`src/hw/fcmd_pkg.sv`:
```
// constants for the floppy command interpreter
package fcmd_pkg;
  localparam logic [4:0] OP_DUMP     = 5'h0E;
  localparam logic [4:0] OP_READID   = 5'h0A;
  localparam logic [4:0] OP_PERP     = 5'h12;
  localparam logic [4:0] OP_LOCK     = 5'h14;
  localparam logic [4:0] OP_CONFIG   = 5'h13;
  localparam logic [4:0] OP_SPECIFY  = 5'h03;
  localparam logic [4:0] OP_READ     = 5'h06;
  localparam logic [4:0] OP_WRITE    = 5'h05;
  localparam logic [4:0] OP_VERIFY   = 5'h16;
  localparam logic [4:0] OP_FORMAT   = 5'h0D;
  localparam logic [7:0] STATUS_REG_ZERO_INVALID = 8'h80;
  localparam logic [7:0] STATUS_REG_ZERO_SEEKERR = 8'h70;
  localparam int         LOCK_BIT    = 7;
  localparam int         LOCK_ECHO   = 4;
  localparam int         DOUBLE_DENSITY_BIT = 6;
  localparam int         XFER_PARAMS = 8;
  localparam int         RES_XFER    = 7;
  localparam int         RES_DUMP    = 10;
  localparam logic [7:0] CFG_RESET   = 8'h20;
  localparam logic [7:0] SPEC1_RESET = 8'h00;
  localparam logic [7:0] SPEC2_RESET = 8'h00;
  typedef enum logic [2:0] {FC_IDLE, FC_PARAM, FC_SEEK, FC_EXEC, FC_RESULT} fcmd_state_t;
endpackage

```
`src/hw/fcmd_result_mux.sv`:
```
// result byte selector
`timescale 1ns/1ps
`default_nettype none
module fcmd_result_mux (
  input  wire logic [3:0]  idx,
  input  wire logic [79:0] bytes_in,
  output logic      [7:0]  byte_out
);
  assign byte_out = (idx < 4'hA) ? bytes_in[idx*8 +: 8] : 8'h00;
endmodule
`default_nettype wire

```
`src/hw/fcmd_core.sv`:
```
// command-phase interpreter for a floppy controller subset
`timescale 1ns/1ps
`default_nettype none
module fcmd_core
  import fcmd_pkg::*;
(
  input  wire logic       SYS_CLK,
  input  wire logic       SYS_RST,
  input  wire logic       CMD_WR,
  input  wire logic [7:0] CMD_DATA,
  input  wire logic       RES_RD,
  output logic      [7:0] RES_DATA,
  output logic      [7:0] MAIN_STATUS,
  output logic            STANDBY,
  output logic            SEEK_REQ,
  output logic      [1:0] SEEK_DRIVE,
  output logic      [7:0] SEEK_CYL,
  input  wire logic       SEEK_DONE,
  input  wire logic       SEEK_FAIL,
  input  wire logic [7:0] SEEK_AT_CYL,
  output logic            XFER_START,
  output logic      [4:0] XFER_OP,
  input  wire logic       XFER_DONE,
  input  wire logic [55:0] XFER_RESULT,
  output logic            ID_REQ,
  output logic            ID_DOUBLE_DENSITY,
  input  wire logic       ID_FOUND,
  input  wire logic [55:0] ID_RESULT
);
  import fcmd_pkg::*;
  ////////////////////////////////////////////////////////////////////
  fcmd_state_t st_r, st_nxt;
  logic [4:0]  op_r;
  logic [7:0]  cmd0_r;
  logic [3:0]  pcnt_r;
  logic [3:0]  rcnt_r;
  logic [3:0]  rlen_r;
  logic [79:0] res_r;
  logic [7:0]  pcyl_r [4];
  logic [7:0]  spec1_r, spec2_r, cfg_r, precomp_start_track_r, perp_r, sectors_per_cylinder_r, end_of_track_sector_r;
  logic        lock_r, last_fmt_r, standby_r;
  logic [1:0]  drv_r;
  logic [7:0]  cyl_r;
  logic [3:0]  need;
  logic [7:0]  rbyte;

  function automatic logic is_xfer(input logic [4:0] op);
    is_xfer = (op == OP_READ) || (op == OP_WRITE) || (op == OP_VERIFY);
  endfunction

  // parameter bytes following the opcode
  function automatic logic [3:0] nparams(input logic [4:0] op);
    case (op)
      OP_READID, OP_PERP: nparams = 4'h1;
      OP_SPECIFY:         nparams = 4'h2;
      OP_CONFIG:          nparams = 4'h3;
      OP_FORMAT:          nparams = 4'h5;
      default:            nparams = is_xfer(op) ? 4'(XFER_PARAMS) : 4'h0;
    endcase
  endfunction

  wire       known    = is_xfer(CMD_DATA[4:0]) || (CMD_DATA[4:0] == OP_DUMP) || (CMD_DATA[4:0] == OP_READID)
                        || (CMD_DATA[4:0] == OP_PERP) || (CMD_DATA[4:0] == OP_LOCK)
                        || (CMD_DATA[4:0] == OP_CONFIG) || (CMD_DATA[4:0] == OP_SPECIFY)
                        || (CMD_DATA[4:0] == OP_FORMAT);
  wire       take_op  = (st_r == FC_IDLE) && CMD_WR;
  wire       take_par = (st_r == FC_PARAM) && CMD_WR;
  wire       last_par = take_par && (pcnt_r == need - 4'h1);
  // implied seek enable from configure
  wire       implied_seek_enable = cfg_r[6];
  wire [7:0] count_or_end        = last_fmt_r ? sectors_per_cylinder_r : end_of_track_sector_r;
  assign need = nparams(op_r);

  wire [79:0] dump_bytes = {precomp_start_track_r, cfg_r, lock_r, perp_r[6:0], count_or_end, spec2_r, spec1_r,
                            pcyl_r[3], pcyl_r[2], pcyl_r[1], pcyl_r[0]};

  fcmd_result_mux u_mux (
    .idx      (rcnt_r),
    .bytes_in (res_r),
    .byte_out (rbyte)
  );
  ////////////////////////////////////////////////////////////////////
  always_comb begin
    st_nxt = st_r;
    case (st_r)
      FC_IDLE: begin
        if (CMD_WR) begin
          if (!known || CMD_DATA[4:0] == OP_DUMP || CMD_DATA[4:0] == OP_LOCK)
            st_nxt = FC_RESULT;
          else
            st_nxt = FC_PARAM;
        end
      end
      FC_PARAM: begin
        if (last_par)
          st_nxt = (is_xfer(op_r) && implied_seek_enable) ? FC_SEEK
                   : ((is_xfer(op_r) || op_r == OP_READID) ? FC_EXEC : FC_IDLE);
      end
      FC_SEEK: begin
        if (SEEK_FAIL)
          st_nxt = FC_RESULT;
        else if (SEEK_DONE)
          st_nxt = FC_EXEC;
      end
      FC_EXEC: begin
        if ((op_r == OP_READID && ID_FOUND) || (op_r != OP_READID && XFER_DONE))
          st_nxt = FC_RESULT;
      end
      FC_RESULT: begin
        if (RES_RD && rcnt_r == rlen_r - 4'h1)
          st_nxt = FC_IDLE;
      end
      default: st_nxt = FC_IDLE;
    endcase
  end

  always_ff @(posedge SYS_CLK) begin
    if (SYS_RST) begin
      st_r <= FC_IDLE;
    end else begin
      st_r <= st_nxt;
    end
  end

  always_ff @(posedge SYS_CLK) begin
    if (SYS_RST) begin
      op_r <= 5'h00; cmd0_r <= 8'h00; pcnt_r <= 4'h0; rcnt_r <= 4'h0; rlen_r <= 4'h0; res_r <= '0;
      spec1_r <= SPEC1_RESET; spec2_r <= SPEC2_RESET; cfg_r <= CFG_RESET; precomp_start_track_r <= 8'h00;
      perp_r <= 8'h00; sectors_per_cylinder_r <= 8'h00; end_of_track_sector_r <= 8'h00; lock_r <= 1'b0;
      last_fmt_r <= 1'b0;
      standby_r <= 1'b0; drv_r <= 2'h0; cyl_r <= 8'h00;
      for (int i = 0; i < 4; i++) pcyl_r[i] <= 8'h00;
    end else begin
      if (take_op) begin
        op_r <= CMD_DATA[4:0]; cmd0_r <= CMD_DATA; pcnt_r <= 4'h0; rcnt_r <= 4'h0;
        standby_r <= 1'b0;
        if (!known) begin
          standby_r <= 1'b1; rlen_r <= 4'h1; res_r <= {72'h0, STATUS_REG_ZERO_INVALID};
        end else if (CMD_DATA[4:0] == OP_DUMP) begin
          rlen_r <= 4'(RES_DUMP); res_r <= dump_bytes;
        end else if (CMD_DATA[4:0] == OP_LOCK) begin
          lock_r <= CMD_DATA[LOCK_BIT]; rlen_r <= 4'h1;
          res_r <= {72'h0, 3'b000, CMD_DATA[LOCK_BIT], 4'h0};
        end
      end
      if (take_par) begin
        pcnt_r <= pcnt_r + 4'h1;
        if (pcnt_r == 4'h0) drv_r <= CMD_DATA[1:0];
        if (pcnt_r == 4'h1 && is_xfer(op_r)) cyl_r <= CMD_DATA;
        if (pcnt_r == 4'h5 && is_xfer(op_r)) end_of_track_sector_r <= CMD_DATA;
        if (pcnt_r == 4'h2 && op_r == OP_FORMAT) sectors_per_cylinder_r <= CMD_DATA;
        if (op_r == OP_SPECIFY && pcnt_r == 4'h0) spec1_r <= CMD_DATA;
        if (op_r == OP_SPECIFY && pcnt_r == 4'h1) spec2_r <= CMD_DATA;
        if (op_r == OP_CONFIG && pcnt_r == 4'h1) cfg_r <= CMD_DATA;
        if (op_r == OP_CONFIG && pcnt_r == 4'h2) precomp_start_track_r <= CMD_DATA;
        if (op_r == OP_PERP) perp_r <= CMD_DATA;
        if (last_par && (is_xfer(op_r) || op_r == OP_FORMAT)) last_fmt_r <= (op_r == OP_FORMAT);
      end
      if (st_r == FC_SEEK && SEEK_DONE && !SEEK_FAIL) pcyl_r[drv_r] <= cyl_r;
      // failed seek result
      // transfer results are not valid during a seek, so the tail bytes stay zero
      if (st_r == FC_SEEK && SEEK_FAIL) begin
        pcyl_r[drv_r] <= SEEK_AT_CYL; rlen_r <= 4'(RES_XFER); rcnt_r <= 4'h0;
        res_r <= {48'h0, SEEK_AT_CYL, 8'h00, 8'h00, STATUS_REG_ZERO_SEEKERR | {6'h00, drv_r}};
      end
      if (st_r == FC_EXEC && op_r == OP_READID && ID_FOUND) begin
        rlen_r <= 4'(RES_XFER); rcnt_r <= 4'h0; res_r <= {24'h0, ID_RESULT};
      end
      if (st_r == FC_EXEC && op_r != OP_READID && XFER_DONE) begin
        rlen_r <= 4'(RES_XFER); rcnt_r <= 4'h0; res_r <= {24'h0, XFER_RESULT};
      end
      if (st_r == FC_RESULT && RES_RD) rcnt_r <= rcnt_r + 4'h1;
    end
  end
  ////////////////////////////////////////////////////////////////////
  always_ff @(posedge SYS_CLK) begin
    if (SYS_RST) RES_DATA <= 8'h00;
    else RES_DATA <= rbyte;
  end

  wire [3:0] busy = (st_r == FC_SEEK) ? (4'h1 << drv_r) : 4'h0;
  assign MAIN_STATUS = {(st_r == FC_IDLE) || (st_r == FC_PARAM) || (st_r == FC_RESULT),
                        st_r == FC_RESULT, st_r == FC_EXEC, st_r != FC_IDLE, busy};
  assign STANDBY           = standby_r;
  assign SEEK_REQ          = (st_r == FC_SEEK);
  assign SEEK_DRIVE        = drv_r;
  assign SEEK_CYL          = cyl_r;
  assign XFER_START        = (st_r == FC_EXEC) && (op_r != OP_READID);
  assign XFER_OP           = op_r;
  assign ID_REQ            = (st_r == FC_EXEC) && (op_r == OP_READID);
  assign ID_DOUBLE_DENSITY = cmd0_r[DOUBLE_DENSITY_BIT];

  ////////////////////////////////////////////////////////////////////
  AST_INVALID_RES: assert property (@(posedge SYS_CLK) disable iff (SYS_RST)
    take_op && !known |=> st_r == FC_RESULT && rlen_r == 4'h1 && res_r[7:0] == 8'h80 && STANDBY)
    else $error("invalid code result wrong");
  AST_LOCK_ECHO: assert property (@(posedge SYS_CLK) disable iff (SYS_RST)
    take_op && CMD_DATA[4:0] == OP_LOCK |=> res_r[7:0] == {3'b000, $past(CMD_DATA[7]), 4'h0} && lock_r == $past(CMD_DATA[7]))
    else $error("lock echo wrong");
  AST_DUMP_LEN: assert property (@(posedge SYS_CLK) disable iff (SYS_RST)
    take_op && CMD_DATA[4:0] == OP_DUMP |=> rlen_r == 4'hA && res_r[79:72] == precomp_start_track_r)
    else $error("dump length wrong");
  AST_DUMP_SC: assert property (@(posedge SYS_CLK) disable iff (SYS_RST)
    take_op && CMD_DATA[4:0] == OP_DUMP |=> res_r[55:48] == (last_fmt_r ? sectors_per_cylinder_r : end_of_track_sector_r))
    else $error("dump count byte wrong");
  AST_BUSY_SEEK: assert property (@(posedge SYS_CLK) disable iff (SYS_RST)
    SEEK_REQ |-> MAIN_STATUS[drv_r])
    else $error("busy bit missing in seek");
  AST_SEEK_FAIL: assert property (@(posedge SYS_CLK) disable iff (SYS_RST)
    SEEK_REQ && SEEK_FAIL |=> res_r[31:24] == $past(SEEK_AT_CYL) && rlen_r == 4'h7)
    else $error("seek fail cylinder wrong");
  AST_IMPLIED_SEEK: assert property (@(posedge SYS_CLK) disable iff (SYS_RST)
    last_par && is_xfer(op_r) && implied_seek_enable |=> SEEK_REQ)
    else $error("implied seek not started");
  AST_READID_DENSITY: assert property (@(posedge SYS_CLK) disable iff (SYS_RST)
    take_op |=> ID_DOUBLE_DENSITY == $past(CMD_DATA[DOUBLE_DENSITY_BIT]))
    else $error("density select not taken from command");
  AST_READID_LEN: assert property (@(posedge SYS_CLK) disable iff (SYS_RST)
    ID_REQ && ID_FOUND |=> rlen_r == 4'h7 && res_r[55:0] == $past(ID_RESULT))
    else $error("read id result wrong");
endmodule
`default_nettype wire

```
`config.mk`:
```
export PLATFORM = sky130hd
export DESIGN_NAME = fcmd_core
export DESIGN_NICKNAME = d
export VERILOG_FILES = /design/src/hw/fcmd_pkg.sv /design/src/hw/fcmd_result_mux.sv /design/src/hw/fcmd_core.sv
export SDC_FILE = /design/constraint.sdc
export NUM_CORES = 1
export LEC_CHECK = 0
export BUFFER_PORTS_ARGS = -buffer_cell sky130_fd_sc_hd__buf_2
export CAP_MARGIN = 30
export CORE_ASPECT_RATIO = 1.25
export CORE_MARGIN = 4
export CORE_UTILIZATION = 45
export DETAILED_ROUTE_END_ITERATION = 12
export GPL_TIMING_DRIVEN = 0
export PLACE_DENSITY = 0.68
export SYNTH_ARGS = -nofsm -noshare
export SYNTH_HDL_FRONTEND = slang
export SYNTH_SLANG_ARGS = --single-unit
```
`constraint.sdc`:
```
create_clock -name SYS_CLK -period 2.87 [get_ports SYS_CLK]
set_input_delay 0.574 -clock SYS_CLK [delete_from_list [all_inputs] [get_ports SYS_CLK]]
set_output_delay 0.574 -clock SYS_CLK [all_outputs]
set_load 0.05 [all_outputs]
```
==> reports/summary.json, run 1 <==
{
  "run_status": {
    "run_status": "complete, no violations"
  },
  "die": {
    "boundaryPins": 172,
    "initial_core_util_pct": 45.78,
    "chipHeight_um": 176.1,
    "fp-row-count": 61,
    "fp.dieArea_mm2": 0.02508,
    "floorplan.core_area_mm2": 0.02221,
    "die-width_um": 142.4
  },
  "route": {
    "route.detailed.vias_per_inst": 5.790,
    "detailedRoute.firstIterationViolations": 850,
    "drc": 0,
    "antenna_left": 0,
    "wl_um": 33440,
    "wl_per_cell_um": 20.90,
    "iteration_count_of_the_initial_detailed_routing_pass": 6,
    "dr_total_vias": 9264
  },
  "cts": {
    "postCtsHoldBufs": 0,
    "clk_path_buf_depth": 3,
    "cts.sink_count": 209,
    "cts-root-buf": "sky130_fd_sc_hd__clkbuf_16",
    "htreeDepth": 1,
    "cts_buffers": 22,
    "clock_insertion_delay_worst_skew_ns": 0.51,
    "clock_tree_from_tritoncts": "yes",
    "clk_pin_slew_worst_paths_ns": 0.07
  },
  "final_layout": {
    "final_nets": 1444,
    "antenna-diode-count": 0,
    "layout.cells.non_filler": 1600,
    "synthToLayoutAreaGrowth_pct": 20.06,
    "layout-drive-gt1-share_pct": 24.60,
    "non_filler_cell_area_final_mm2": 0.01221,
    "fin_util_pct": 54.96
  },
  "place": {
    "dpl.hpwl_um": 25010,
    "numPlacedInstances": 1557,
    "placedInstanceArea_mm2": 0.01137,
    "io_buffers": 167,
    "gp_weighted_congestion": 0.9687
  },
  "timing": {
    "max_freq_mhz": 365.4,
    "relSlewSlack_pct": 30.58,
    "final_period_minus_worst_setup_slack_ns": 2.737,
    "timing.clock.skew_ns": 0.01148,
    "grt_setup_unrepaired": "yes",
    "timing_worst_slew_pin_value_ns": 1.041,
    "final-hold-violation-count": 0,
    "maxSlewViolCount": 0,
    "final_min_period_over_clock_period_pct": 95.35,
    "setup-violations-final": 0,
    "tns_ns": 0
  },
  "worst_setup_path": {
    "crit_path_max_fanout": 10,
    "critical_path.cell_chain": "clkbuf_4 -> nor4bb_2 -> nand2_1 -> buf_2 -> nand2_1 -> inv_1 -> ha_1 -> xor2_2 -> mux2i_1 -> a32oi_1 -> o31ai_1 -> a211oi_1",
    "setup.worst_path.start_class": "register",
    "crit_path_frequent_cell": "sky130_fd_sc_hd__nand2_1",
    "path_class": "register to register",
    "critical_path.endpoint_type": "register",
    "crit_path_top_delay_cell": "sky130_fd_sc_hd__o31ai_1",
    "crit_required_ns": 3.22,
    "cp_data_arrival_time_ns": 3.09,
    "critical_path.max_stage_delay_ns": 0.45
  },
  "power": {
    "switching_share_pct": 26.13,
    "total_switching_power_mw": 1.813,
    "powerDensity_mw_per_mm2": 568.4,
    "static-leakage-power_nw": 4.500,
    "comb_power_share_pct": 12.6,
    "internal-power_mw": 5.125,
    "p_clk_share_pct": 42.2,
    "total_power_mw": 6.938,
    "vdd_drop_max_uv": 401.1,
    "portion_of_total_power_attributed_to_sequential_cells_pct": 45.2
  },
  "synth": {
    "postSynth.asyncResetShare_pct": 0,
    "synth_sequential_area_ratio_pct": 44.30,
    "netlist_area_mm2": 0.01017,
    "warnings_from_yosys": 0,
    "synth-seq-cells": 209,
    "syn_inst": 1105,
    "number_of_enable_flip_flop_cells_after_synthesis": 32,
    "syn_nets": 1248,
    "post_synth_num_cell_types": 63,
    "post_synth.cell_area_avg_um2": 9.201,
    "postSynth.topFlopCell": "sky130_fd_sc_hd__dfxtp_1"
  },
  "grt": {
    "grt_max_degree": 15,
    "first_global_vias": 8979,
    "grt_antenna_before_repair": 0,
    "track_usage_pct": 25.78,
    "gr_overflow_total": 0,
    "grt_first_pass_wirelength_um": 50690
  },
  "hold_path": {
    "hold_class": "primary input to register"
  },
  "job": {
    "cap_violations": 0
  }
}
-- what timing repair did --
item | CTS | global route
pin swaps | 0 | 2
gates resized for setup | 3 | 21
buffers inserted | 0 | 4
setup endpoints to repair | 19 | 84
-- cells in the final DEF (no fill, tap or decap), types with 11 or more instances in the layout --
| cell type | instances |
|---|---|
| sky130_fd_sc_hd__clkbuf_16 | 24 |
| sky130_fd_sc_hd__a221o_1 | 13 |
| sky130_fd_sc_hd__dfxtp_1 | 175 |
| sky130_fd_sc_hd__and2_1 | 11 |
| sky130_fd_sc_hd__nor2_1 | 156 |
| sky130_fd_sc_hd__o21ai_0 | 32 |
| sky130_fd_sc_hd__a221oi_2 | 14 |
| sky130_fd_sc_hd__nor3_1 | 21 |
| sky130_fd_sc_hd__buf_2 | 181 |
| sky130_fd_sc_hd__o211ai_1 | 16 |
| sky130_fd_sc_hd__a211oi_1 | 18 |
| sky130_fd_sc_hd__nand2_1 | 135 |
| sky130_fd_sc_hd__clkbuf_1 | 70 |
| sky130_fd_sc_hd__a21oi_1 | 83 |
| sky130_fd_sc_hd__mux2i_1 | 74 |
| sky130_fd_sc_hd__edfxtp_1 | 32 |
| sky130_fd_sc_hd__a221oi_1 | 18 |
| sky130_fd_sc_hd__nand3_1 | 39 |
| sky130_fd_sc_hd__mux4_2 | 16 |
| sky130_fd_sc_hd__a211oi_2 | 28 |
-- power groups by stage --
stage | Sequential (mW) | Combinational [mW] | Clock, mW
2_1_floorplan | 3.22 | 0.494 | 0
3_3_place_gp | 3.20 | 0.848 | 0
3_5_place_dp | 3.19 | 0.859 | 0
4_1_cts | 3.13 | 0.862 | 2.95
5_1_grt | 3.14 | 0.933 | 3.08
6_report | 3.14 | 0.871 | 2.93
-- sequential cells by signal (all words and copies together), names as in the netlist --
signal / count
res_r: 80
pcyl_r: 32
RES_DATA: 8
SEEK_CYL: 8
cfg_r: 8
end_of_track_sector_r: 8
precomp_start_track_r: 8
sectors_per_cylinder_r: 8
spec1_r: 8
spec2_r: 8
perp_r: 7
XFER_OP: 4
pcnt_r: 4
rcnt_r: 4
rlen_r: 4
st_r: 3
SEEK_DRIVE: 2
cmd0_r: 2
STANDBY: 1
last_fmt_r: 1
lock_r: 1
-- per-stage QoR --
step | worst slack (ns) | hold WS (ns)
floorplan | 0.1029 | 0.4287
global placement | -0.1205 | 0.4377
detailed placement | -0.1362 | 0.4445
CTS | 0.05188 | 0.3569
global route | -0.07606 | 0.3744
finish | 0.1334 | 0.3608
-- final timing paths --
path	from	slack, ns	cells past startpoint	to
min	XFER_RESULT[26]	0.36	3	res_r[26]$_SDFFE_PP0P_
min reg2reg	res_r[71]$_SDFFE_PP0P_	0.45	2	res_r[71]$_SDFFE_PP0P_
max reg2reg	XFER_OP[0]$_SDFFE_PP0P_	0.13	12	st_r[0]$_SDFFE_PP0P_
max	XFER_OP[0]$_SDFFE_PP0P_	0.13	12	st_r[0]$_SDFFE_PP0P_
-- synthesized netlist by cell type, types with 12 or more instances --
library cell	number	area, µm²
sky130_fd_sc_hd__a221oi_1	18	157.7
sky130_fd_sc_hd__a221oi_2	14	210.2
sky130_fd_sc_hd__a21oi_1	83	415.4
sky130_fd_sc_hd__a211oi_2	28	350.3
sky130_fd_sc_hd__dfxtp_1	177	3543
sky130_fd_sc_hd__o21ai_0	32	160.2
sky130_fd_sc_hd__nand2_1	138	518.0
sky130_fd_sc_hd__a211oi_1	18	135.1
sky130_fd_sc_hd__edfxtp_1	32	960.9
sky130_fd_sc_hd__mux2i_1	74	740.7
sky130_fd_sc_hd__nor3_1	21	105.1
sky130_fd_sc_hd__o211ai_1	16	120.1
sky130_fd_sc_hd__mux4_2	16	360.4
sky130_fd_sc_hd__nor2_1	158	593.1
sky130_fd_sc_hd__nand3_1	39	195.2
sky130_fd_sc_hd__a221o_1	13	130.1
sky130_fd_sc_hd__buf_2	12	60.06
sky130_fd_sc_hd__clkbuf_1	71	266.5
-- final cells by class --
cell class	instances	area, µm²
Sequential cell	209	4507
Timing Repair Buffer	173	888.4
Tap cell	283	354.1
Multi-Input combinational cell	790	5258
Clock inverter	5	53.80
Inverter	11	41.29
Buffer	94	412.9
Fill cell	2068	10000
Clock buffer	35	691.9
-- per-layer routing --
layer	part of all wire (%)	global-route usage [%]	vias to the layer above
met3	7.3	2.953	79
met4	3.6	10.34	0
li1	-	-	4389
met1	41	34.54	4368
met2	48	42.48	428
met5	0	0	-
-- cells by family after synthesis --
group,synth area share (%)
xor gates and xnor gates,0.9476
adders and majority gates,0.8614
AOI/OAI and AO/OA,19.21
muxes,11.83
buffers and inverters,4.393
and+or+nand+nor,18.46
DFF,44.30
-- critical path, delay by kind of cell, from the launching register on --
family                   cells  cell delay (ns)
AO/OA/AOI/OAI                3             0.71
adder cells (fa/ha/maj)      1             0.19
flip-flops                   1             0.36
XOR/XNOR                     1             0.17
AND/OR/NAND/NOR              3             0.51
multiplexers                 1             0.20
buffers and inverters        3             0.43
No activity file was read; power rests on OpenSTA's default activity.
==> run 2: changes to the inputs <==
--- a/config.mk
+++ b/config.mk
@@ -5,14 +5,17 @@
 export SDC_FILE = /design/constraint.sdc
 export NUM_CORES = 1
 export LEC_CHECK = 0
+export ABC_AREA = 1
 export BUFFER_PORTS_ARGS = -buffer_cell sky130_fd_sc_hd__buf_2
 export CAP_MARGIN = 30
+export CELL_PAD_IN_SITES_DETAIL_PLACEMENT = 1
+export CELL_PAD_IN_SITES_GLOBAL_PLACEMENT = 1
 export CORE_ASPECT_RATIO = 1.25
 export CORE_MARGIN = 4
-export CORE_UTILIZATION = 45
+export CORE_UTILIZATION = 41
 export DETAILED_ROUTE_END_ITERATION = 12
 export GPL_TIMING_DRIVEN = 0
-export PLACE_DENSITY = 0.68
+export PLACE_DENSITY = 0.83
 export SYNTH_ARGS = -nofsm -noshare
 export SYNTH_HDL_FRONTEND = slang
 export SYNTH_SLANG_ARGS = --single-unit
==> reports/summary.json, run 2 <==
{
  "grt": {
    "track_usage": {"value": 28.94, "unit": "%", "change": "was 25.78%"},
    "use_met2": {"value": 50.44, "unit": "%", "change": "was 42.48%"},
    "grt_max_degree": {"value": 14, "change": "was 15"},
    "top_usage_layer": {"value": "met2", "change": "unchanged"},
    "gr_overflow_total": {"value": 0, "change": "unchanged"},
    "grt_first_pass_wirelength": {"value": 61330, "unit": "µm", "change": "was 50,690 µm"},
    "grt_antenna_before_repair": {"value": 0, "change": "unchanged"},
    "globalRouteMet3Util": {"value": 3.559, "unit": "%", "change": "was 2.953%"},
    "gr-usage-met1": {"value": 36.98, "unit": "%", "change": "was 34.54%"},
    "first_global_vias": {"value": 10940, "change": "was 8,979"}
  },
  "die": {
    "fp-row-count": {"value": 63, "change": "was 61"},
    "chipHeight": {"value": 182.8, "unit": "µm", "change": "was 176.1 µm"},
    "boundaryPins": {"value": 172, "change": "unchanged"},
    "initial_core_util": {"value": 41.97, "unit": "%", "change": "was 45.78%"},
    "fp.dieArea": {"value": 0.02703, "unit": "mm²", "change": "was 0.02508 mm²"},
    "floorplan.core_area": {"value": 0.02388, "unit": "mm²", "change": "was 0.02221 mm²"},
    "die-width": {"value": 147.9, "unit": "µm", "change": "was 142.4 µm"}
  },
  "hold_path": {
    "hold_class": {"value": "primary input to register", "change": "unchanged"}
  },
  "place": {
    "place_ws": {"value": 0.007309, "unit": "ns", "change": "was -0.1362 ns"},
    "numPlacedInstances": {"value": 1883, "change": "was 1,557"},
    "dpl.hpwl": {"value": 30900, "unit": "µm", "change": "was 25,010 µm"},
    "io_buffers": {"value": 168, "change": "was 167"},
    "gp_weighted_congestion": {"value": 0.9915, "change": "was 0.9687"}
  },
  "power": {
    "powerDensity": {"value": 784.9, "unit": "mW/mm²", "change": "was 568.4 mW/mm²"},
    "static-leakage-power": {"value": 5.047, "unit": "nW", "change": "was 4.500 nW"},
    "vdd_drop_max": {"value": 482.8, "unit": "µV", "change": "was 401.1 µV"}
  },
  "synth": {
    "syn_nets": {"value": 1532, "change": "was 1,248"},
    "syn_inst": {"value": 1389, "change": "was 1,105"},
    "post_synth_num_cell_types": {"value": 42, "change": "was 63"},
    "synth_sequential_area_ratio": {"value": 44.93, "unit": "%", "change": "was 44.30%"},
    "number_of_enable_flip_flop_cells_after_synthesis": {"value": 32, "change": "unchanged"},
    "yosys-top-cells-area": {"value": "sky130_fd_sc_hd__dfxtp_1, sky130_fd_sc_hd__nand2_1, sky130_fd_sc_hd__edfxtp_1", "change": "was sky130_fd_sc_hd__dfxtp_1, sky130_fd_sc_hd__edfxtp_1, sky130_fd_sc_hd__mux2i_1"},
    "warnings_from_yosys": {"value": 0, "change": "unchanged"},
    "synth-seq-cells": {"value": 209, "change": "unchanged"},
    "postSynth.asyncResetShare": {"value": 0, "unit": "%", "change": "unchanged"},
    "post_synth.cell_area_avg": {"value": 7.217, "unit": "µm²", "change": "was 9.201 µm²"},
    "post-synth-top-area-fraction": {"value": 35.35, "unit": "%", "change": "was 34.85%"},
    "postSynth.topFlopCell": {"value": "sky130_fd_sc_hd__dfxtp_1", "change": "unchanged"},
    "synth.top_cells.by_count": {"value": "sky130_fd_sc_hd__nand2_1, sky130_fd_sc_hd__o21ai_0, sky130_fd_sc_hd__dfxtp_1, sky130_fd_sc_hd__nor2_1, sky130_fd_sc_hd__a21oi_1", "change": "was sky130_fd_sc_hd__dfxtp_1, sky130_fd_sc_hd__nor2_1, sky130_fd_sc_hd__nand2_1, sky130_fd_sc_hd__a21oi_1, sky130_fd_sc_hd__mux2i_1"},
    "most_instantiated_library_cell_after_synthesis": {"value": "sky130_fd_sc_hd__nand2_1", "change": "was sky130_fd_sc_hd__dfxtp_1"},
    "synthDominantAreaCellType": {"value": "sky130_fd_sc_hd__dfxtp_1", "change": "unchanged"},
    "netlist_area": {"value": 0.01002, "unit": "mm²", "change": "was 0.01017 mm²"}
  },
  "worst_setup_path": {
    "critical_path.endpoint_type": {"value": "output pin", "change": "was register"},
    "regToRegSetupSlack": {"value": 0.29, "unit": "ns", "change": "was 0.13 ns"},
    "path_class": {"value": "register to output pin", "change": "was register to register"},
    "cp_data_arrival_time": {"value": 2.15, "unit": "ns", "change": "was 3.09 ns"},
    "crit_path_max_fanout": {"value": 10, "change": "unchanged"},
    "setup.worst_path.start_class": {"value": "register", "change": "unchanged"},
    "crit_required": {"value": 2.30, "unit": "ns", "change": "was 3.22 ns"}
  },
  "final_layout": {
    "antenna-diode-count": {"value": 0, "change": "unchanged"},
    "final.fill_count": {"value": 3104, "change": "was 2,068"},
    "largestRegisters": {"value": "res_r x80, pcyl_r x32", "change": "unchanged"},
    "final_common_cell": {"value": "sky130_fd_sc_hd__nand2_1", "change": "was sky130_fd_sc_hd__buf_2"},
    "layout-drive-gt1-share": {"value": 17.39, "unit": "%", "change": "was 24.60%"},
    "most_frequent_cells_in_the_layout": {"value": "sky130_fd_sc_hd__nand2_1, sky130_fd_sc_hd__buf_2, sky130_fd_sc_hd__o21ai_0", "change": "was sky130_fd_sc_hd__buf_2, sky130_fd_sc_hd__dfxtp_1, sky130_fd_sc_hd__nor2_1"},
    "layout.cells.non_filler": {"value": 1924, "change": "was 1,600"},
    "largest_reg_flops": {"value": 80, "change": "unchanged"},
    "final_nets": {"value": 1726, "change": "was 1,444"},
    "synthToLayoutAreaGrowth": {"value": 20.38, "unit": "%", "change": "was 20.06%"},
    "max_flop_register": {"value": "res_r", "change": "unchanged"}
  },
  "route": {
    "drc": {"value": 0, "change": "unchanged"},
    "dr_total_vias": {"value": 10670, "change": "was 9,264"},
    "wl_per_cell": {"value": 21.10, "unit": "µm", "change": "was 20.90 µm"},
    "detailedRoute.firstIterationViolations": {"value": 877, "change": "was 850"},
    "iteration_count_of_the_initial_detailed_routing_pass": {"value": 5, "change": "was 6"},
    "route.detailed.vias_per_inst": {"value": 5.544, "change": "was 5.790"},
    "wl": {"value": 40590, "unit": "µm", "change": "was 33,440 µm"},
    "antenna_left": {"value": 0, "change": "unchanged"}
  },
  "timing": {
    "timing_worst_slew_pin_value": {"value": 0.8676, "unit": "ns", "change": "was 1.041 ns"},
    "max_freq": {"value": 366.7, "unit": "MHz", "change": "was 365.4 MHz"},
    "timing.clock.skew": {"value": 0.01146, "unit": "ns", "change": "was 0.01148 ns"},
    "final_critical_path_setup_slack": {"value": 0.1432, "unit": "ns", "change": "was 0.1334 ns"},
    "grt_setup_unrepaired": {"value": "no", "change": "was yes"},
    "maxSlewViolCount": {"value": 0, "change": "unchanged"},
    "setup-violations-final": {"value": 0, "change": "unchanged"},
    "final-hold-violation-count": {"value": 0, "change": "unchanged"},
    "final_min_period_over_clock_period": {"value": 95.01, "unit": "%", "change": "was 95.35%"},
    "relSlewSlack": {"value": 41.71, "unit": "%", "change": "was 30.58%"},
    "final_period_minus_worst_setup_slack": {"value": 2.727, "unit": "ns", "change": "was 2.737 ns"}
  },
  "cts": {
    "clk_path_buf_depth": {"value": 3, "change": "unchanged"},
    "clock_insertion_delay_worst_skew": {"value": 0.51, "unit": "ns", "change": "about the same"},
    "clock_tree_from_tritoncts": {"value": "yes", "change": "unchanged"},
    "cts.sink_count": {"value": 209, "change": "unchanged"},
    "htreeDepth": {"value": 1, "change": "unchanged"},
    "post-cts-setup-buffers": {"value": 0, "change": "unchanged"},
    "cts-root-buf": {"value": "sky130_fd_sc_hd__clkbuf_16", "change": "unchanged"},
    "clk_pin_slew_worst_paths": {"value": 0.06, "unit": "ns", "change": "was 0.07 ns"},
    "cts_buffers": {"value": 23, "change": "was 22"}
  },
  "run_status": {
    "run_status": {"value": "complete, no violations", "change": "unchanged"}
  },
  "job": {
    "cap_violations": {"value": 0, "change": "unchanged"}
  }
}
==> run 2: changes by cell type in the layout (fill, tap and decap cells not counted), sizes merged, moves of 43 or more <==
| cell | delta |
|---|---|
| a211oi | -43 |
| a21oi | +80 |
| inv | +73 |
| mux2i | -60 |
| nand2 | +155 |
| o21ai | +162 |
==> run 2: power by group <==
part / switching [mW] / leakage, nW / internal [mW]
clock: 1.25 / 0.380 / 1.86
combinational: 1.87 / 2.90 / 0.763
sequential: 0.322 / 1.77 / 3.41
total: 3.44 / 5.05 / 6.03
==> run 2: final timing paths <==
check	end	depth (start not counted)	from
max	MAIN_STATUS[1]	7	st_r[2]$_SDFFE_PP0P_
min	res_r[24]$_SDFFE_PP0P_	3	XFER_RESULT[24]
max reg2reg	st_r[0]$_SDFFE_PP0P_	16	XFER_OP[2]$_SDFFE_PP0P_
min reg2reg	end_of_track_sector_r[7]$_SDFFE_PP0P_	2	end_of_track_sector_r[7]$_SDFFE_PP0P_
==> run 2: what timing repair did <==
action | 4_1_cts | 5_1_grt
hold buffers | 0 | 0
gates resized for setup | 0 | 3
endpoints found under the setup margin | 0 | 2
==> run 2: cell families after synthesis <==
logic type | count (synthesis) | share of synthesized area (%)
simple gates | 580 | 23.96
compound gates | 398 | 20.81
flops | 209 | 44.93
buf+inv | 174 | 7.414
mux | 14 | 1.398
xor+xnor | 7 | 0.6116
fa+ha+maj | 7 | 0.8736
==> run 2: layout make-up <==
cell class | count | area (µm²) | share of cell area (%)
well taps | 325 | 406.6 | 3.370
multi-input cells | 1006 | 4782 | 39.63
flip-flops and latches | 209 | 4504 | 37.33
clock buffers | 32 | 650.6 | 5.391
clock inverters | 9 | 127.6 | 1.058
repair buffers | 169 | 850.8 | 7.050
inverters | 86 | 329.1 | 2.727
plain buffers | 88 | 416.7 | 3.453
==> run 2: through the flow <==
step,TNS (ns),power [mW],area [µm²],hold slack (ns),util (%)
CTS,0,9.441,12060,0.3724,50.51
global placement,-2.002,6.264,11280,0.4344,47.22
floorplan,-9.063,5.427,10030,0.4230,-
finish,0,9.472,12070,0.3707,50.53
detailed placement,0,6.343,11280,0.4418,47.25
global route,0,9.881,12070,0.3866,50.53
==> run 2: worst max-delay path, stage by stage (launching register included) <==
cell	delay, ns
sky130_fd_sc_hd__dfxtp_1	0.34
sky130_fd_sc_hd__inv_1	0.06
sky130_fd_sc_hd__nand2_1	0.10
sky130_fd_sc_hd__nor2_1	0.25
sky130_fd_sc_hd__clkbuf_4	0.28
sky130_fd_sc_hd__inv_2	0.08
sky130_fd_sc_hd__nor3_2	0.20
sky130_fd_sc_hd__buf_2	0.32
==> run 2: layer usage <==
layer / part of all wire, % / vias up / routed length (µm)
met3: 6.3 / 98 / 2548
met5: 0 / - / 0
li1: - / 5031 / -
met1: 41 / 5150 / 16760
met4: 4.0 / 0 / 1629
met2: 48 / 388 / 19650
==> run 3: changes to the inputs <==
--- a/config.mk
+++ b/config.mk
@@ -16,6 +16,7 @@
 export DETAILED_ROUTE_END_ITERATION = 12
 export GPL_TIMING_DRIVEN = 0
 export PLACE_DENSITY = 0.83
+export SETUP_SLACK_MARGIN = 0.2
 export SYNTH_ARGS = -nofsm -noshare
 export SYNTH_HDL_FRONTEND = slang
 export SYNTH_SLANG_ARGS = --single-unit
==> reports/summary.json, run 3 (synthesis gave the netlist of run 2 again) <==
{
  "hold_path": {
    "hold_class": {"value": "primary input to register", "change": "unchanged"}
  },
  "grt": {
    "grt_antenna_before_repair": {"value": 0, "change": "unchanged"},
    "grt_first_pass_wirelength": {"value": 62200, "unit": "µm", "change": "was 61,330 µm"},
    "grt_max_degree": {"value": 16, "change": "was 14"},
    "gr_overflow_total": {"value": 0, "change": "unchanged"},
    "track_usage": {"value": 29.47, "unit": "%", "change": "was 28.94%"},
    "first_global_vias": {"value": 10890, "change": "was 10,940"}
  },
  "final_layout": {
    "largestRegisters": {"value": "res_r x80, pcyl_r x32", "change": "unchanged"},
    "final_common_cell": {"value": "sky130_fd_sc_hd__nand2_1", "change": "unchanged"},
    "synthToLayoutAreaGrowth": {"value": 20.56, "unit": "%", "change": "was 20.38%"},
    "largest_reg_flops": {"value": 80, "change": "unchanged"},
    "antenna-diode-count": {"value": 0, "change": "unchanged"},
    "final_nets": {"value": 1725, "change": "was 1,726"},
    "most_frequent_cells_in_the_layout": {"value": "sky130_fd_sc_hd__nand2_1, sky130_fd_sc_hd__buf_2, sky130_fd_sc_hd__o21ai_0", "change": "unchanged"},
    "layout-drive-gt1-share": {"value": 17.96, "unit": "%", "change": "was 17.39%"},
    "max_flop_register": {"value": "res_r", "change": "unchanged"}
  },
  "route": {
    "drc": {"value": 0, "change": "unchanged"},
    "dr_total_vias": {"value": 10630, "change": "was 10,670"},
    "detailedRoute.firstIterationViolations": {"value": 751, "change": "was 877"},
    "wl_per_cell": {"value": 21.10, "unit": "µm", "change": "about the same"},
    "route.detailed.vias_per_inst": {"value": 5.526, "change": "was 5.544"},
    "iteration_count_of_the_initial_detailed_routing_pass": {"value": 5, "change": "unchanged"},
    "antenna_left": {"value": 0, "change": "unchanged"},
    "wl": {"value": 40570, "unit": "µm", "change": "was 40,590 µm"}
  },
  "worst_setup_path": {
    "path_class": {"value": "register to output pin", "change": "unchanged"},
    "cp_data_arrival_time": {"value": 2.03, "unit": "ns", "change": "was 2.15 ns"},
    "crit_path_max_fanout": {"value": 10, "change": "unchanged"},
    "critical_path.endpoint_type": {"value": "output pin", "change": "unchanged"},
    "crit_required": {"value": 2.30, "unit": "ns", "change": "about the same"},
    "setup.worst_path.start_class": {"value": "register", "change": "unchanged"}
  },
  "cts": {
    "cts-root-buf": {"value": "sky130_fd_sc_hd__clkbuf_16", "change": "unchanged"},
    "clock_insertion_delay_worst_skew": {"value": 0.52, "unit": "ns", "change": "was 0.51 ns"},
    "clk_pin_slew_worst_paths": {"value": 0.06, "unit": "ns", "change": "about the same"},
    "clock_tree_from_tritoncts": {"value": "yes", "change": "unchanged"},
    "cts_buffers": {"value": 22, "change": "was 23"},
    "htreeDepth": {"value": 1, "change": "unchanged"},
    "clk_path_buf_depth": {"value": 3, "change": "unchanged"},
    "cts.sink_count": {"value": 209, "change": "unchanged"}
  },
  "timing": {
    "timing_worst_slew_pin_value": {"value": 0.8386, "unit": "ns", "change": "was 0.8676 ns"},
    "maxSlewViolCount": {"value": 0, "change": "unchanged"},
    "relSlewSlack": {"value": 44.10, "unit": "%", "change": "was 41.71%"},
    "final-hold-violation-count": {"value": 0, "change": "unchanged"},
    "hold-worst-slack": {"value": 0.3476, "unit": "ns", "change": "was 0.3707 ns"},
    "final_period_minus_worst_setup_slack": {"value": 2.602, "unit": "ns", "change": "was 2.727 ns"},
    "setup-violations-final": {"value": 0, "change": "unchanged"},
    "max_freq": {"value": 384.3, "unit": "MHz", "change": "was 366.7 MHz"},
    "final_min_period_over_clock_period": {"value": 90.66, "unit": "%", "change": "was 95.01%"},
    "grt_setup_unrepaired": {"value": "yes", "change": "was no"},
    "timing.clock.skew": {"value": 0.01676, "unit": "ns", "change": "was 0.01146 ns"}
  },
  "power": {
    "static-leakage-power": {"value": 5.043, "unit": "nW", "change": "was 5.047 nW"},
    "total_power": {"value": 9.428, "unit": "mW", "change": "was 9.472 mW"},
    "powerDensity": {"value": 780.1, "unit": "mW/mm²", "change": "was 784.9 mW/mm²"},
    "vdd_drop_max": {"value": 453.7, "unit": "µV", "change": "was 482.8 µV"}
  },
  "die": {
    "fp-row-count": {"value": 63, "change": "unchanged"},
    "fp.dieArea": {"value": 0.02703, "unit": "mm²", "change": "unchanged"},
    "die-width": {"value": 147.9, "unit": "µm", "change": "unchanged"},
    "floorplan.core_area": {"value": 0.02388, "unit": "mm²", "change": "unchanged"},
    "boundaryPins": {"value": 172, "change": "unchanged"},
    "chipHeight": {"value": 182.8, "unit": "µm", "change": "unchanged"},
    "initial_core_util": {"value": 41.97, "unit": "%", "change": "unchanged"}
  },
  "run_status": {
    "run_status": {"value": "complete, no violations", "change": "unchanged"}
  },
  "place": {
    "dpl.hpwl": {"value": 31180, "unit": "µm", "change": "was 30,900 µm"},
    "io_buffers": {"value": 168, "change": "unchanged"},
    "gp_weighted_congestion": {"value": 0.9846, "change": "was 0.9915"}
  },
  "job": {
    "cap_violations": {"value": 0, "change": "unchanged"}
  }
}
==> run 3: cell count changes in the layout (fill, tap and decap cells not counted) <==
| cell | before | now |
|---|---|---|
| sky130_fd_sc_hd__buf_2 | 197 | 196 |
| sky130_fd_sc_hd__buf_4 | 8 | 9 |
| sky130_fd_sc_hd__clkbuf_1 | 47 | 43 |
| sky130_fd_sc_hd__clkbuf_16 | 24 | 23 |
| sky130_fd_sc_hd__clkinv_4 | 2 | 3 |
| sky130_fd_sc_hd__clkinvlp_4 | 1 | 3 |
| sky130_fd_sc_hd__inv_6 | 0 | 1 |
| sky130_fd_sc_hd__nor2_1 | 170 | 167 |
| sky130_fd_sc_hd__nor2_2 | 7 | 10 |
| sky130_fd_sc_hd__nor3_1 | 14 | 11 |
| sky130_fd_sc_hd__nor3_2 | 1 | 4 |
==> run 3: layer usage <==
metal	part of all wire [%]	wire, µm	vias to the layer above	track usage [%]
li1	-	-	5037	-
met1	42	17000	5143	38.11
met2	49	20000	363	51.89
met3	5.5	2215	84	2.793
met4	3.3	1350	0	9.871
met5	0	0	-	0
==> run 3: cell type report <==
class	instances	area [µm²]
buffer	88	416.7
clock buffer	27	610.6
clock inverter	13	160.2
fill	3125	11800
inverter	86	329.1
multi-input combinational	1006	4805
sequential	209	4504
tap	325	406.6
timing repair buffer	169	853.3
==> run 3: what timing repair did <==
| action | CTS | global route |
|---|---|---|
| pin swaps | 0 | 0 |
| setup endpoints to repair | 3 | 7 |
| hold buffers | 0 | 0 |
| buffers inserted | 0 | 0 |
| hold endpoints to repair | 0 | 0 |
| gates resized for setup | 2 | 7 |
==> run 3: through the flow <==
step | area, µm² | setup TNS (ns) | instances | util, % | worst slack [ns]
after floorplan | 10040 | -2.197 | 1389 | - | -0.1387
after global placement | 11290 | -1.919 | 1882 | 47.26 | -0.2401
after detailed placement | 11290 | -0.7550 | 1883 | 47.28 | -0.05369
after CTS | 12070 | 0 | 1923 | 50.53 | 0.2402
after global routing | 12090 | 0 | 1923 | 50.60 | 0.1491
final | 12090 | 0 | 1923 | 50.60 | 0.2681
==> run 3: power breakdown <==
| part | internal (mW) | leakage [nW] | switching (mW) |
|---|---|---|---|
| clock network | 1.80 | 0.372 | 1.24 |
| logic | 0.765 | 2.90 | 1.89 |
| registers | 3.41 | 1.77 | 0.321 |
==> run 3: worst paths after layout <==
kind	end	from	depth (start not counted)	slack (ns)
worst min register to register	end_of_track_sector_r[5]$_SDFFE_PP0P_	end_of_track_sector_r[5]$_SDFFE_PP0P_	2	0.46
worst max-delay path	MAIN_STATUS[1]	st_r[1]$_SDFFE_PP0P_	6	0.27
worst max register to register	res_r[44]$_SDFFE_PP0P_	cmd0_r[4]$_SDFFE_PP0P_	10	0.49
worst min-delay path	res_r[25]$_SDFFE_PP0P_	XFER_RESULT[25]	3	0.35
==> run 3: critical path: stages (launching register included) <==
cell and delay, ns:
sky130_fd_sc_hd__dfxtp_1 0.39, sky130_fd_sc_hd__nand2_1 0.15, sky130_fd_sc_hd__nor2_2 0.19, sky130_fd_sc_hd__buf_4 0.21, sky130_fd_sc_hd__inv_2 0.09, sky130_fd_sc_hd__nor3_2 0.20
sky130_fd_sc_hd__clkbuf_4 0.29
